`config.mk`:
```
export PLATFORM = sky130hd
export DESIGN_NAME = shared_memory_slave_port
export DESIGN_NICKNAME = d
export VERILOG_FILES = /design/src/hw/smsp_pkg.sv /design/src/hw/host_evt_if.sv /design/src/hw/shared_memory_slave_port.sv /design/src/hw/host_pin_sync.sv
export SDC_FILE = /design/constraint.sdc
export NUM_CORES = 1
export LEC_CHECK = 0
export BUFFER_PORTS_ARGS = -buffer_cell sky130_fd_sc_hd__buf_2
export CAP_MARGIN = 20
export CORE_MARGIN = 8
export CORE_UTILIZATION = 52
export CTS_CLUSTER_DIAMETER = 200
export DETAILED_ROUTE_END_ITERATION = 16
export PLACE_DENSITY = 0.76
export SLEW_MARGIN = 10
export SYNTH_ARGS = -nofsm -noshare
export SYNTH_HDL_FRONTEND = slang
export SYNTH_HIERARCHICAL = 1
export SYNTH_SLANG_ARGS = --single-unit
export TNS_END_PERCENT = 50
```
`constraint.sdc`:
```
create_clock -name clk_sys -period 1.9 [get_ports clk_sys]
set_input_delay 0.285 -clock clk_sys [delete_from_list [all_inputs] [get_ports clk_sys]]
set_output_delay 0.285 -clock clk_sys [all_outputs]
set_load 0.01 [all_outputs]
```
`src/hw/smsp_pkg.sv`:
```
// constants and types shared by the shared memory slave port design
`default_nettype none
package smsp_pkg;
   // byte width of the host bus and of every latch
   localparam int DATA_W = 8;
   localparam int SFR_AW = 16;
   // slave-side register byte addresses
   localparam logic [SFR_AW-1:0] ADDR_STATUS = 16'h1ff8;
   localparam logic [SFR_AW-1:0] ADDR_WR_DATA = 16'h1ff9;
   localparam logic [SFR_AW-1:0] ADDR_CMD = 16'h1ffa;
   localparam logic [SFR_AW-1:0] ADDR_CONTROL = 16'h1ffb;
   localparam logic [SFR_AW-1:0] ADDR_RD_DATA = 16'h1ffc;
   // control register bit positions
   localparam int CTL_MODE = 4;
   localparam int CTL_EN = 3;
   localparam int CTL_SRC = 2;
   localparam int CTL_WE_MASK = 1;
   localparam int CTL_RF_MASK = 0;
   // writable control bits, reserved 7:5 read zero
   localparam logic [DATA_W-1:0] CTL_RW_MASK = 8'h1f;
   localparam logic [DATA_W-1:0] CTL_RST = 8'h00;
   // status register layout
   localparam int STAT_USER_LSB = 3;
   localparam int STAT_USER_W = 5;
   localparam logic [STAT_USER_W-1:0] STAT_USER_RST = 5'h00;
   // address bit that selects status/command on a multiplexed bus
   localparam int SEL_ADDR_BIT = 1;
   // interrupt request indices
   localparam int IRQ_CMD_FULL = 0;
   localparam int IRQ_WR_FULL = 1;
   localparam int IRQ_RD_EMPTY = 2;
   localparam int IRQ_N = 3;
   localparam logic [DATA_W-1:0] BYTE_ZERO = 8'h00;
   // decoded host bus operation
   typedef enum logic [1:0] {
      OP_NONE = 2'b00,
      OP_READ = 2'b01,
      OP_WRITE = 2'b10
   } host_op_t;
endpackage
`default_nettype wire

```
`src/hw/host_evt_if.sv`:
```
// synchronised host strobe events passed from the pin stage to the port core
`default_nettype none
interface host_evt_if;
   logic ale_fall; // pulse: address strobe fell
   logic rd_rise; // pulse: read strobe ended
   logic wr_rise; // pulse: write strobe ended
   logic ale_lvl; // level of the address strobe pin
   logic rd_act; // read strobe active
   logic cs_act; // chip select active
   logic [smsp_pkg::DATA_W-1:0] ad; // bus byte held before the edge
   modport src (output ale_fall, rd_rise, wr_rise, ale_lvl, rd_act, cs_act, ad);
   modport dst (input ale_fall, rd_rise, wr_rise, ale_lvl, rd_act, cs_act, ad);
endinterface
`default_nettype wire

```
`src/hw/shared_memory_slave_port.sv`:
```
// shared memory slave port core: host latches, flags, control and status
`default_nettype none
module shared_memory_slave_port #(
   parameter int DAT_W = smsp_pkg::DATA_W
) (
   input wire logic clk_sys,
   input wire logic sys_rst,
   input wire logic [smsp_pkg::SFR_AW-1:0] sfr_addr,
   input wire logic sfr_wr,
   input wire logic sfr_rd,
   input wire logic [smsp_pkg::DATA_W-1:0] sfr_wdata,
   output logic [smsp_pkg::DATA_W-1:0] sfr_rdata,
   input wire logic [smsp_pkg::IRQ_N-1:0] irq_mask,
   input wire logic [smsp_pkg::DATA_W-1:0] host_ad_i,
   output logic [smsp_pkg::DATA_W-1:0] host_ad_o,
   output logic host_ad_oe,
   input wire logic host_addr_latch_strobe,
   input wire logic host_read_strobe_n,
   input wire logic host_write_strobe_n,
   input wire logic host_select_n,
   output logic host_attention_out,
   output logic command_full_irq,
   output logic write_latch_full_irq,
   output logic read_latch_empty_irq
);
   import smsp_pkg::*;

   // the latches are byte wide by construction
   if (DAT_W != DATA_W) begin : g_width_check
      $error("shared_memory_slave_port supports only byte-wide data");
   end

   // whole core state in one record
   typedef struct packed {
      logic [DATA_W-1:0] ctl; // port_control_reg
      logic [STAT_USER_W-1:0] user; // valid_marker_bit and user_status_field
      logic command_empty_flag;
      logic write_latch_empty_flag;
      logic read_latch_full_flag;
      logic [DATA_W-1:0] host_command_latch;
      logic [DATA_W-1:0] host_write_data_latch;
      logic [DATA_W-1:0] host_read_data_latch;
      logic [DATA_W-1:0] pend_addr; // low address byte from last strobe fall
      logic shared_attn; // attention state in shared mode
      logic attn;
      logic [DATA_W-1:0] ad_out;
      logic ad_oe;
      logic [IRQ_N-1:0] irq;
      logic [DATA_W-1:0] rdata;
   } port_state_t;

   localparam port_state_t PORT_RST = '{
      ctl: CTL_RST, user: STAT_USER_RST,
      command_empty_flag: 1'b0, write_latch_empty_flag: 1'b0,
      read_latch_full_flag: 1'b0,
      host_command_latch: BYTE_ZERO, host_write_data_latch: BYTE_ZERO,
      host_read_data_latch: BYTE_ZERO, pend_addr: BYTE_ZERO,
      shared_attn: 1'b0, attn: 1'b0, ad_out: BYTE_ZERO, ad_oe: 1'b0,
      irq: '0, rdata: BYTE_ZERO
   };

   port_state_t q, d;
   host_op_t op; // host access finishing this cycle
   logic host_sel; // register_select_internal during that access

   host_evt_if evt ();

   // pin synchronisers and strobe edge detection
   host_pin_sync u_sync (
      .clk_sys(clk_sys),
      .sys_rst(sys_rst),
      .host_ad_i(host_ad_i),
      .host_addr_latch_strobe(host_addr_latch_strobe),
      .host_read_strobe_n(host_read_strobe_n),
      .host_write_strobe_n(host_write_strobe_n),
      .host_select_n(host_select_n),
      .evt(evt)
   );

   // status byte as seen by both host and slave
   function automatic logic [DATA_W-1:0] status_byte(input port_state_t st);
      return {st.user, st.command_empty_flag, st.write_latch_empty_flag,
              st.read_latch_full_flag};
   endfunction

   // register_select_internal: zero in shared mode, else pin or address bit
   function automatic logic reg_select(input port_state_t st, input logic ale_lvl);
      if (st.ctl[CTL_MODE]) begin
         return 1'b0;
      end
      return st.ctl[CTL_SRC] ? st.pend_addr[SEL_ADDR_BIT] : ale_lvl;
   endfunction

   // next state: host side first, slave side after so its sets win
   always_comb begin
      d = q;
      d.irq = '0;
      op = OP_NONE;
      host_sel = reg_select(q, evt.ale_lvl);
      // capture the multiplexed low address on every strobe fall
      if (evt.ale_fall) begin
         d.pend_addr = evt.ad;
      end
      // only a selected access on an enabled port counts
      if (q.ctl[CTL_EN] && evt.cs_act) begin
         if (evt.rd_rise) begin
            op = OP_READ;
         end else if (evt.wr_rise) begin
            op = OP_WRITE;
         end
      end
      unique case (op)
         OP_NONE: begin
         end
         OP_READ: begin
            // status reads have no side effect
            if (!host_sel) begin
               d.read_latch_full_flag = 1'b0;
               d.shared_attn = 1'b0;
               if (q.ctl[CTL_MODE]) begin
                  // window address starts the next fetch
                  d.host_command_latch = q.pend_addr;
                  d.irq[IRQ_RD_EMPTY] = 1'b1;
               end
            end
         end
         OP_WRITE: begin
            if (q.ctl[CTL_MODE]) begin
               // one cycle carries address and data; read latch kept
               d.host_command_latch = q.pend_addr;
               d.host_write_data_latch = evt.ad;
               d.write_latch_empty_flag = 1'b0;
               d.shared_attn = 1'b0;
               d.irq[IRQ_WR_FULL] = 1'b1;
            end else if (host_sel) begin
               // status is read-only to the host
               d.host_command_latch = evt.ad;
               d.command_empty_flag = 1'b0;
               d.irq[IRQ_CMD_FULL] = 1'b1;
            end else begin
               d.host_write_data_latch = evt.ad;
               d.write_latch_empty_flag = 1'b0;
               d.irq[IRQ_WR_FULL] = 1'b1;
            end
         end
      endcase
      // slave register reads and their side effects
      if (sfr_rd) begin
         unique case (sfr_addr)
            ADDR_STATUS: d.rdata = status_byte(q);
            ADDR_CONTROL: d.rdata = q.ctl & CTL_RW_MASK;
            ADDR_CMD: begin
               d.rdata = q.host_command_latch;
               d.command_empty_flag = 1'b1;
            end
            ADDR_WR_DATA: begin
               d.rdata = q.host_write_data_latch;
               d.write_latch_empty_flag = 1'b1;
               d.shared_attn = 1'b1;
            end
            ADDR_RD_DATA: d.rdata = q.host_read_data_latch;
            default: d.rdata = BYTE_ZERO;
         endcase
      end
      // slave register writes
      if (sfr_wr) begin
         unique case (sfr_addr)
            ADDR_STATUS: begin
               // flags stay hardware owned
               d.user = sfr_wdata[DATA_W-1:STAT_USER_LSB];
            end
            ADDR_CONTROL: d.ctl = sfr_wdata & CTL_RW_MASK;
            ADDR_CMD: begin
               d.host_command_latch = sfr_wdata;
               d.command_empty_flag = 1'b1;
            end
            ADDR_WR_DATA: begin
               d.host_write_data_latch = sfr_wdata;
               d.write_latch_empty_flag = 1'b1;
            end
            ADDR_RD_DATA: begin
               d.host_read_data_latch = sfr_wdata;
               d.read_latch_full_flag = 1'b1;
               d.shared_attn = 1'b1;
            end
            default: begin
            end
         endcase
      end
      // a disabled port holds its flags cleared
      if (!d.ctl[CTL_EN]) begin
         d.command_empty_flag = 1'b0;
         d.write_latch_empty_flag = 1'b0;
         d.read_latch_full_flag = 1'b0;
         d.shared_attn = 1'b0;
      end
      // attention: event driven in shared mode, masked flags otherwise
      if (!d.ctl[CTL_EN]) begin
         d.attn = 1'b0;
      end else if (d.ctl[CTL_MODE]) begin
         d.attn = d.shared_attn;
      end else begin
         d.attn = (d.write_latch_empty_flag & d.ctl[CTL_WE_MASK])
                | (d.read_latch_full_flag & d.ctl[CTL_RF_MASK]);
      end
      // drive the bus while a selected read is in progress
      d.ad_oe = q.ctl[CTL_EN] & evt.rd_act & evt.cs_act;
      d.ad_out = host_sel ? status_byte(q) : q.host_read_data_latch;
      d.irq = d.irq & irq_mask;
   end

   // state register
   always_ff @(posedge clk_sys or posedge sys_rst) begin
      if (sys_rst) begin
         q <= PORT_RST;
      end else begin
         q <= d;
      end
   end

   // outputs straight from the state register
   assign sfr_rdata = q.rdata;
   assign host_ad_o = q.ad_out;
   assign host_ad_oe = q.ad_oe;
   assign host_attention_out = q.attn;
   assign command_full_irq = q.irq[IRQ_CMD_FULL];
   assign write_latch_full_irq = q.irq[IRQ_WR_FULL];
   assign read_latch_empty_irq = q.irq[IRQ_RD_EMPTY];
endmodule
`default_nettype wire

```
`src/hw/host_pin_sync.sv`:
```
// two-flop synchronisers and edge detection for the host bus pins
`default_nettype none
module host_pin_sync (
   input wire logic clk_sys,
   input wire logic sys_rst,
   input wire logic [smsp_pkg::DATA_W-1:0] host_ad_i,
   input wire logic host_addr_latch_strobe,
   input wire logic host_read_strobe_n,
   input wire logic host_write_strobe_n,
   input wire logic host_select_n,
   host_evt_if.src evt
);
   import smsp_pkg::*;

   // all pin stage state; index 0 is the first synchroniser flop
   typedef struct packed {
      logic [1:0] ale_s;
      logic [1:0] rd_s;
      logic [1:0] wr_s;
      logic [1:0] cs_s;
      logic [DATA_W-1:0] ad_s1;
      logic [DATA_W-1:0] ad_s2;
      logic ale_p; // previous settled levels
      logic rd_p;
      logic wr_p;
      logic cs_p;
      logic [DATA_W-1:0] ad_p;
      logic ale_fall;
      logic rd_rise;
      logic wr_rise;
      logic ale_lvl;
      logic rd_act;
      logic cs_act;
      logic [DATA_W-1:0] ad;
   } sync_state_t;

   // strobes idle high except the address strobe
   localparam sync_state_t SYNC_RST = '{
      ale_s: 2'b00, rd_s: 2'b11, wr_s: 2'b11, cs_s: 2'b11,
      ad_s1: BYTE_ZERO, ad_s2: BYTE_ZERO,
      ale_p: 1'b0, rd_p: 1'b1, wr_p: 1'b1, cs_p: 1'b1, ad_p: BYTE_ZERO,
      ale_fall: 1'b0, rd_rise: 1'b0, wr_rise: 1'b0,
      ale_lvl: 1'b0, rd_act: 1'b0, cs_act: 1'b0, ad: BYTE_ZERO
   };

   sync_state_t q, d;

   // next state: shift synchronisers, detect edges on settled copies
   always_comb begin
      d = q;
      d.ale_s = {q.ale_s[0], host_addr_latch_strobe};
      d.rd_s = {q.rd_s[0], host_read_strobe_n};
      d.wr_s = {q.wr_s[0], host_write_strobe_n};
      d.cs_s = {q.cs_s[0], host_select_n};
      d.ad_s1 = host_ad_i;
      d.ad_s2 = q.ad_s1;
      d.ale_p = q.ale_s[1];
      d.rd_p = q.rd_s[1];
      d.wr_p = q.wr_s[1];
      d.cs_p = q.cs_s[1];
      d.ad_p = q.ad_s2;
      // edges compare the second flop with its own previous value
      d.ale_fall = q.ale_p & ~q.ale_s[1];
      d.rd_rise = ~q.rd_p & q.rd_s[1];
      d.wr_rise = ~q.wr_p & q.wr_s[1];
      d.ale_lvl = q.ale_s[1];
      d.rd_act = ~q.rd_s[1];
      // select and data as they stood just before the edge
      d.cs_act = ~q.cs_p;
      d.ad = q.ad_p;
   end

   // state register
   always_ff @(posedge clk_sys or posedge sys_rst) begin
      if (sys_rst) begin
         q <= SYNC_RST;
      end else begin
         q <= d;
      end
   end

   assign evt.ale_fall = q.ale_fall;
   assign evt.rd_rise = q.rd_rise;
   assign evt.wr_rise = q.wr_rise;
   assign evt.ale_lvl = q.ale_lvl;
   assign evt.rd_act = q.rd_act;
   assign evt.cs_act = q.cs_act;
   assign evt.ad = q.ad;
endmodule
`default_nettype wire

```
==> run summary, run 1 <==
Buffers on Ports = 63
Vias = 3266
status = completed
CTS clock-pin slew for the worst setup and hold paths = 50 ps
fin crit share = 95.9%
Final Max Slew Viols = 0
flop2flop setup slack = 80 ps
total gr overflow = 0
worst slew margin relative to its limit = 62.0%
Syn Nets = 445
Die X-Extent = 113 um
Placed Cells = 552
Hold Slack = 24.5 ps
P_leak = 2.78 nW
commonest cells after routing, fill and taps aside = dfrtp_1 (107), buf_2 (63), nand2_1 (45)
RR Startpoint = q[65]
Int Pwr = 0.00443 W
Crit Path Class = reg2reg
reg2reg end = host_attention_out
largest net degree at the start of global routing = 68
Achievable Freq = 549 MHz
HPWL after DPL = 7110 um
Tot Pwr = 0.00565 W
actual slew at the worst max-slew pin = 569 ps
Post-synth ARST share = 100%
Final min period = 1820 ps
net switching power = 0.00122 W
die area = 12800 um2
Comb pwr share = 4.5%
initial antenna violation count = 0
Non-Filler Instances = 599
Ports = 64
Pwr per Cell Area = 951 nW/um2
mapped cell area = 4920 um2
Sw Ratio = 21.6%
Routed WL = 10200 um
final hold vios = 0
core area = 9200 um2
share of layout cells above drive strength 1 = 33.8%
CTS Sinks = 116
drt initial violations = 205
H-tree depth = 4
global-route wire length before repair = 16800 um
GPL Wtd Cong = 0.899
Initial DRT Pass Iterations = 5
maximum vdd drop = 695 uV
Hold Path Sink = command_full_irq
Inserted Diodes = 0
clock latency on the worst-skew pair = 500 ps
CTS tree = done
Reg2Reg Depth = 8
commonest non-fill, non-tap cell in the layout = dfrtp_1
max cap viols = 0
Initial Utilization = 53.5%
Max FO, Critical Path = 12
total CTS buffers = 17
worst path arrival time = 2190 ps
worst hold stages = 2
Rows = 35
final setup vio count = 0
Worst setup EP type = register
Post-DRT Antenna Nets = 0
filler instances = 657
Layout Skew = 9.66 ps
Setup crit start kind = register
Synth Instances = 400
RSZ-0062 raised after global routing = true
register area share after synthesis = 59.2%
clk buf depth = 2
Synth Area per Inst = 12.3 um2
Synth Warn # = 6
flops & latches, synth = 116
Post-synth EDFFs = 0
All-Layer GR Usage = 16.7%
Seq pwr share = 46.1%
hold path startpoint = irq_mask[0]
ys flop type = dfrtp_1
Avg Vias per Cell = 5.45
Die Y = 113 um
Netlist cell types = 55
worst endpoint required time = 2270 ps
Layout area overhead = 20.7%
WL/cell = 17.1 um
Root Driver = clkbuf_8
final net count = 520
Hold WC Path Type = in2reg
Residual DRC = 0
clock network fraction of total power = 49.4%
vias in the first global route = 3311
[stage by stage]
step | util (%) | area [um2] | TNS [ps] | worst slack, ps
3_3_place_gp | 57.1 | 5250 | 0 | 38.2
6_report | 64.6 | 5940 | 0 | 78.1
3_5_place_dp | 57.1 | 5250 | -95.1 | -30.6
5_1_grt | 64.6 | 5940 | -32.3 | -19.0
2_1_floorplan | - | 4920 | 0 | 140
4_1_cts | 64.4 | 5920 | 0 | 35.3
[what timing repair did]
item | CTS | global route
hold buffers | 14 | 0
buffers inserted | 0 | 1
gates resized for setup | 2 | 3
setup endpoints to repair | 4 | 7
hold endpoints to repair | 102 | 0
[synthesized netlist by cell type (9+ instances only)]
master	instances	area, um2
nor2_1	17	63.8
nand3_1	16	80.1
dfstp_2	9	236
mux2_2	17	191
mux2i_1	12	120
buf_4	24	180
o21ai_0	11	55.1
nand2_1	45	169
dfrtp_1	107	2680
inv_1	18	67.6
a22oi_1	9	67.6
a21oi_1	15	75.1
o21a_1	10	75.1
[critical path, stage by stage, from the launching register on]
cell and delay (ps):
dfrtp_1 400, nand4b_1 150, inv_1 60, ha_1 200
buf_4 180, a221oi_2 370, o21ai_4 70, a21oi_2 160
a221oi_2 90
[how the worst max path moves through the flow]
stage	start	end	slack (ps)
floorplan	u_sync/evt.rd_rise	q[53]	140
global placement	q[65]	host_attention_out	40
detailed placement	q[65]	host_attention_out	-30
CTS	q[64]	q[51]	40
global route	q[65]	host_attention_out	-20
finish	q[65]	host_attention_out	80
[power by group through the flow]
stage / Sequential [W] / Combinational, W / Clock, W
detailed placement: 0.00264 / 0.000236 / 0
floorplan: 0.00263 / 0.000154 / 0
CTS: 0.00260 / 0.000260 / 0.00283
global route: 0.00261 / 0.000285 / 0.00293
global placement: 0.00264 / 0.000228 / 0
finish: 0.00260 / 0.000255 / 0.00279
[final cells by class]
type	instances	area [um2]	share of cell area, %
Sequential cell	116	2910	49.1
Multi-Input combinational cell	223	1650	27.8
Timing Repair Buffer	99	637	10.7
Clock buffer	22	443	7.46
Tap cell	111	139	2.34
Clock inverter	10	86.3	1.45
Inverter	18	71.3	1.20
[state kept, by name, indices dropped and copies added (netlist names)]
signal,count
u_sync/evt.rd_rise,1
u_sync/evt.ale_fall,1
command_full_irq,1
q,46
host_ad_oe,1
write_latch_full_irq,1
u_sync/evt.ale_lvl,1
u_sync/evt.rd_act,1
u_sync/evt.ad,8
u_sync/q,3
u_sync/evt.cs_act,1
u_sync/evt.wr_rise,1
read_latch_empty_irq,1
host_attention_out,1
sfr_rdata,8
u_sync/d,32
host_ad_o,8
[kinds of logic after synthesis]
kind of cell	count (synthesis)	share of synthesized area, %
DFF	116	59.2
and+or+nand+nor	112	13.0
AOI/OAI and AO/OA	73	10.3
buffers and inverters	61	7.48
muxes	36	9.51
adders and majority gates	2	0.509
[routing by layer]
metal,track usage (%),part of all wire [%],up-vias
li1,-,-,1529
met1,19.5,42,1618
met2,27.7,50,101
met3,5.11,6.3,18
met4,7.46,2.0,0
met5,0,0,-
Power figures use the tool's default switching activity.
==> run 2, diff against run 1 <==
--- a/config.mk
+++ b/config.mk
@@ -11,7 +11,7 @@
 export CORE_UTILIZATION = 52
 export CTS_CLUSTER_DIAMETER = 200
 export DETAILED_ROUTE_END_ITERATION = 16
-export PLACE_DENSITY = 0.76
+export PLACE_DENSITY_LB_ADDON = 0.12
 export SLEW_MARGIN = 10
 export SYNTH_ARGS = -nofsm -noshare
 export SYNTH_HDL_FRONTEND = slang
==> run summary, run 2 (synthesis gave the netlist of run 1 again) <==
status = completed
worst slew margin relative to its limit = 62.4%
CTS tree = done
clock network fraction of total power = 50.0%
Sw Ratio = 21.3%
Pwr per Cell Area = 944 nW/um2
Die X-Extent = 113 um
Max FO, Critical Path = 3
HPWL after DPL = 6870 um
commonest cells after routing, fill and taps aside = dfrtp_1 (107), buf_2 (63), nand2_1 (45)
H-tree depth = 4
clk buf depth = 2
Initial DRT Pass Iterations = 4
actual slew at the worst max-slew pin = 564 ps
Final Max Slew Viols = 0
design area = 6030 um2
Non-Filler Instances = 600
Residual DRC = 0
Routed WL = 10200 um
Worst setup EP type = register
total CTS buffers = 17
TNS Setup = 0 ps
Crit Path Class = reg2reg
core area = 9200 um2
maximum vdd drop = 736 uV
fin crit share = 96.3%
max reg flops = 46
largest net degree at the start of global routing = 68
drt initial violations = 193
final setup vio count = 0
Comb pwr share = 4.4%
clock latency on the worst-skew pair = 500 ps
Inserted Diodes = 0
WL/cell = 17.0 um
Reg with most FFs = q
Layout Skew = 7.17 ps
Post-DRT Antenna Nets = 0
Die Y = 113 um
P_leak = 2.81 nW
Avg Vias per Cell = 5.39
GPL Wtd Cong = 0.817
All-Layer GR Usage = 16.6%
Seq pwr share = 45.6%
global-route wire length before repair = 16400 um
total gr overflow = 0
placed cell area = 5250 um2
initial antenna violation count = 0
Buffers on Ports = 63
CTS Sinks = 116
final net count = 522
Ports = 64
Initial Utilization = 53.5%
Placed Cells = 551
Core Util, Final = 65.6%
Achievable Freq = 546 MHz
worst endpoint required time = 2270 ps
net switching power = 0.00121 W
die area = 12800 um2
Root Driver = clkbuf_8
Layout area overhead = 22.6%
Rows = 35
Hold WC Path Type = in2reg
Vias = 3232
final hold vios = 0
share of layout cells above drive strength 1 = 35.2%
vias in the first global route = 3296
Setup crit start kind = register
max cap viols = 0
Int Pwr = 0.00449 W
worst path arrival time = 2200 ps
Final min period = 1830 ps
CTS clock-pin slew for the worst setup and hold paths = 50 ps
filler instances = 673
commonest non-fill, non-tap cell in the layout = dfrtp_1
## run 2: changes by cell type in the layout (fill, tap and decap cells not counted), sizes merged
| cell | change |
|---|---|
| buf | +2 |
| clkinv | -2 |
| clkbuf | +1 |
| clkinvlp | +1 |
| dlygate4sd3 | -1 |
## run 2: cell type report
type	instances	area, um2	share of cell area, %
Clock inverter	9	80.1	1.33
Inverter	18	71.3	1.18
Multi-Input combinational cell	223	1680	27.8
Timing Repair Buffer	101	688	11.4
Sequential cell	116	2910	48.3
Clock buffer	22	463	7.67
Tap cell	111	139	2.30
## run 2: per-layer routing
metal  vias up  GRT usage [%]  part of all wire (%)
li1       1530              -                     -
met1      1563           20.8                    44
met2       122           25.1                    46
met3        17           5.64                   7.7
met4         0           7.99                   1.9
met5         -              0                     0
## run 2: what timing repair did
action / CTS / global route
buffers inserted: 0 / 4
resized for setup: 0 / 12
endpoints found under the hold margin: 119 / 0
hold buffers: 13 / 0
setup endpoints to repair: 0 / 9
## run 2: worst max-delay path: stages, from the launching register on
cell and delay (ps):
dfrtp_1 410, mux2i_2 360, o21ai_0 170, and3_1 220, a2111oi_2 340, a21o_1 140
a221oi_2 60
## run 2: metrics by stage
step / hold slack, ps / setup slack (ps) / total power [W]
after floorplan: 289 / 140 / 0.00278
after global placement: 332 / 104 / 0.00287
after detailed placement: 335 / 25.2 / 0.00287
after CTS: 4.61 / 14.9 / 0.00577
after global routing: 20.8 / -14.2 / 0.00589
final: 25.1 / 69.4 / 0.00570
## run 2: power by group through the flow
stage	Combinational [W]	Clock, W	Sequential [W]
3_3_place_gp	0.000230	0	0.00264
2_1_floorplan	0.000154	0	0.00263
4_1_cts	0.000254	0.00291	0.00260
3_5_place_dp	0.000233	0	0.00264
6_report	0.000250	0.00285	0.00260
5_1_grt	0.000282	0.00300	0.00261
## run 2: final timing paths
path | to | from | slack, ps | cells past startpoint
max | host_attention_out | q[64] | 70 | 6
min | write_latch_full_irq | irq_mask[1] | 30 | 2
max reg2reg | host_attention_out | q[64] | 70 | 6
min reg2reg | u_sync/d[1] | u_sync/d[15] | 340 | 0
max in group asynchronous | u_sync/evt.ad[2] | sys_rst | 1000 | 4
min in group asynchronous | write_latch_full_irq | sys_rst | 450 | 4
==> run 3, diff against run 2 <==
--- a/config.mk
+++ b/config.mk
@@ -7,8 +7,10 @@
 export LEC_CHECK = 0
 export BUFFER_PORTS_ARGS = -buffer_cell sky130_fd_sc_hd__buf_2
 export CAP_MARGIN = 20
+export CELL_PAD_IN_SITES_DETAIL_PLACEMENT = 2
+export CELL_PAD_IN_SITES_GLOBAL_PLACEMENT = 2
 export CORE_MARGIN = 8
-export CORE_UTILIZATION = 52
+export CORE_UTILIZATION = 35
 export CTS_CLUSTER_DIAMETER = 200
 export DETAILED_ROUTE_END_ITERATION = 16
 export PLACE_DENSITY_LB_ADDON = 0.12
==> run summary, run 3 (synthesis gave the netlist of run 1 again) <==
clock network fraction of total power = 53.2%
Max FO, Critical Path = 3
worst slew margin relative to its limit = 66.8%
actual slew at the worst max-slew pin = 497 ps
global-route wire length before repair = 20100 um
GPL Wtd Cong = 0.714
clk buf depth = 2
max cap viols = 0
Hold Slack = 82.4 ps
Routed WL = 12200 um
CTS Sinks = 116
clock latency on the worst-skew pair = 410 ps
maximum vdd drop = 596 uV
HPWL after DPL = 8940 um
Post-DRT Antenna Nets = 0
commonest non-fill, non-tap cell in the layout = dfrtp_1
Root Driver = clkbuf_16
drt initial violations = 126
Final min period = 1830 ps
worst path arrival time = 2110 ps
Non-Filler Instances = 675
Residual DRC = 0
initial antenna violation count = 0
RSZ-0062 raised after global routing = true
final setup vio count = 0
die area = 18100 um2
Comb pwr share = 4.4%
max reg flops = 46
core area = 13800 um2
Rows = 43
Setup crit start kind = register
crit-path max cell delay = 370 ps
Vias = 3323
Ports = 64
P_leak = 2.88 nW
Die Y = 135 um
Crit Path Class = reg2reg
Reg with most FFs = q
CTS clock-pin slew for the worst setup and hold paths = 50 ps
Initial DRT Pass Iterations = 4
WL/cell = 18.1 um
Die X-Extent = 135 um
Initial Utilization = 35.6%
Placed Cells = 630
Avg Vias per Cell = 4.92
Reg2Reg Depth = 8
crit path cell chain = nand4b_1 > ha_1 > buf_4 > a221oi_2 > buf_4 > o21ai_4 > a21oi_2 > a221oi_2
net switching power = 0.00127 W
commonest cells after routing, fill and taps aside = dfrtp_1 (107), buf_2 (63), nand2_1 (45)
Buffers on Ports = 63
total CTS buffers = 17
CTS tree = done
Sw Ratio = 20.6%
slowest stage cell, crit path = dfrtp_1
final net count = 527
H-tree depth = 4
All-Layer GR Usage = 14.5%
largest net degree at the start of global routing = 50
status = completed
Pwr per Cell Area = 991 nW/um2
vias in the first global route = 3720
share of layout cells above drive strength 1 = 35.2%
Seq pwr share = 42.4%
fin crit share = 96.3%
Final Max Slew Viols = 0
total gr overflow = 0
Layout Skew = 4.83 ps
Achievable Freq = 547 MHz
Layout area overhead = 25.9%
Inserted Diodes = 0
worst endpoint required time = 2180 ps
worst hold stages = 2
Worst setup EP type = register
Int Pwr = 0.00487 W
final hold vios = 0
Hold WC Path Type = in2reg
==> run 3: cell count changes in the layout (fill, tap and decap cells not counted), sizes merged <==
cell,delta
buf,+6
bufinv,+2
clkinvlp,-2
==> run 3: repair_timing <==
item | 4_1_cts | 5_1_grt
endpoints found under the hold margin | 67 | 0
hold buffers | 13 | 0
setup buffers | 0 | 0
resized for setup | 0 | 5
setup endpoints to repair | 0 | 6
==> run 3: final cells by class <==
cell class	count	area, um2
multi-input cells	223	1650
repair buffers	106	724
inverters	18	71.3
well taps	180	225
flip-flops and latches	116	2910
clock inverters	9	125
fillers	1391	7630
clock buffers	23	488
==> run 3: per-stage QoR <==
stage / TNS (ps) / utilization [%] / cell area [um2] / setup WS, ps / total power, W
2_1_floorplan: 0 / - / 4920 / 140 / 0.00278
3_3_place_gp: 0 / 39.3 / 5440 / 64.2 / 0.00289
3_5_place_dp: -6.78 / 39.3 / 5440 / -6.78 / 0.00290
4_1_cts: 0 / 44.7 / 6180 / 15.0 / 0.00624
5_1_grt: -23.4 / 44.8 / 6200 / -21.1 / 0.00636
6_report: 0 / 44.8 / 6200 / 70.8 / 0.00614
==> run 3: worst paths after layout <==
path                               startpoint                    to  slack (ps)
hold reg to reg                   u_sync/d[6]      u_sync/evt.ad[6]         340
min in group asynchronous             sys_rst            host_ad_oe         470
setup / recovery           u_sync/evt.rd_rise    host_attention_out          70
setup reg to reg           u_sync/evt.rd_rise    host_attention_out          70
hold / removal                    irq_mask[1]  write_latch_full_irq          80
max in group asynchronous             sys_rst          sfr_rdata[7]         900
==> run 3: power by group through the flow <==
stage	combinational, W	sequential, W	clock [W]
final	0.000270	0.00260	0.00326
after global routing	0.000303	0.00261	0.00345
after CTS	0.000278	0.00261	0.00335
after detailed placement	0.000257	0.00265	0
after global placement	0.000250	0.00264	0
after floorplan	0.000154	0.00263	0
==> run 3: critical path: cells and delay by family (launching register included) <==
| family | cells | cell delay [ps] |
|---|---|---|
| simple gates | 1 | 210 |
| compound gates | 4 | 530 |
| buf+inv | 2 | 320 |
| fa+ha+maj | 1 | 260 |
| flops | 1 | 370 |
==> run 3: metal layers <==
| metal | GRT usage [%] | wire [um] | vias to the layer above |
|---|---|---|---|
| li1 | - | - | 1534 |
| met1 | 17.1 | 5340 | 1701 |
| met3 | 4.35 | 551 | 18 |
| met2 | 24.0 | 6140 | 70 |
| met5 | 0 | 0 | - |
| met4 | 6.74 | 214 | 0 |
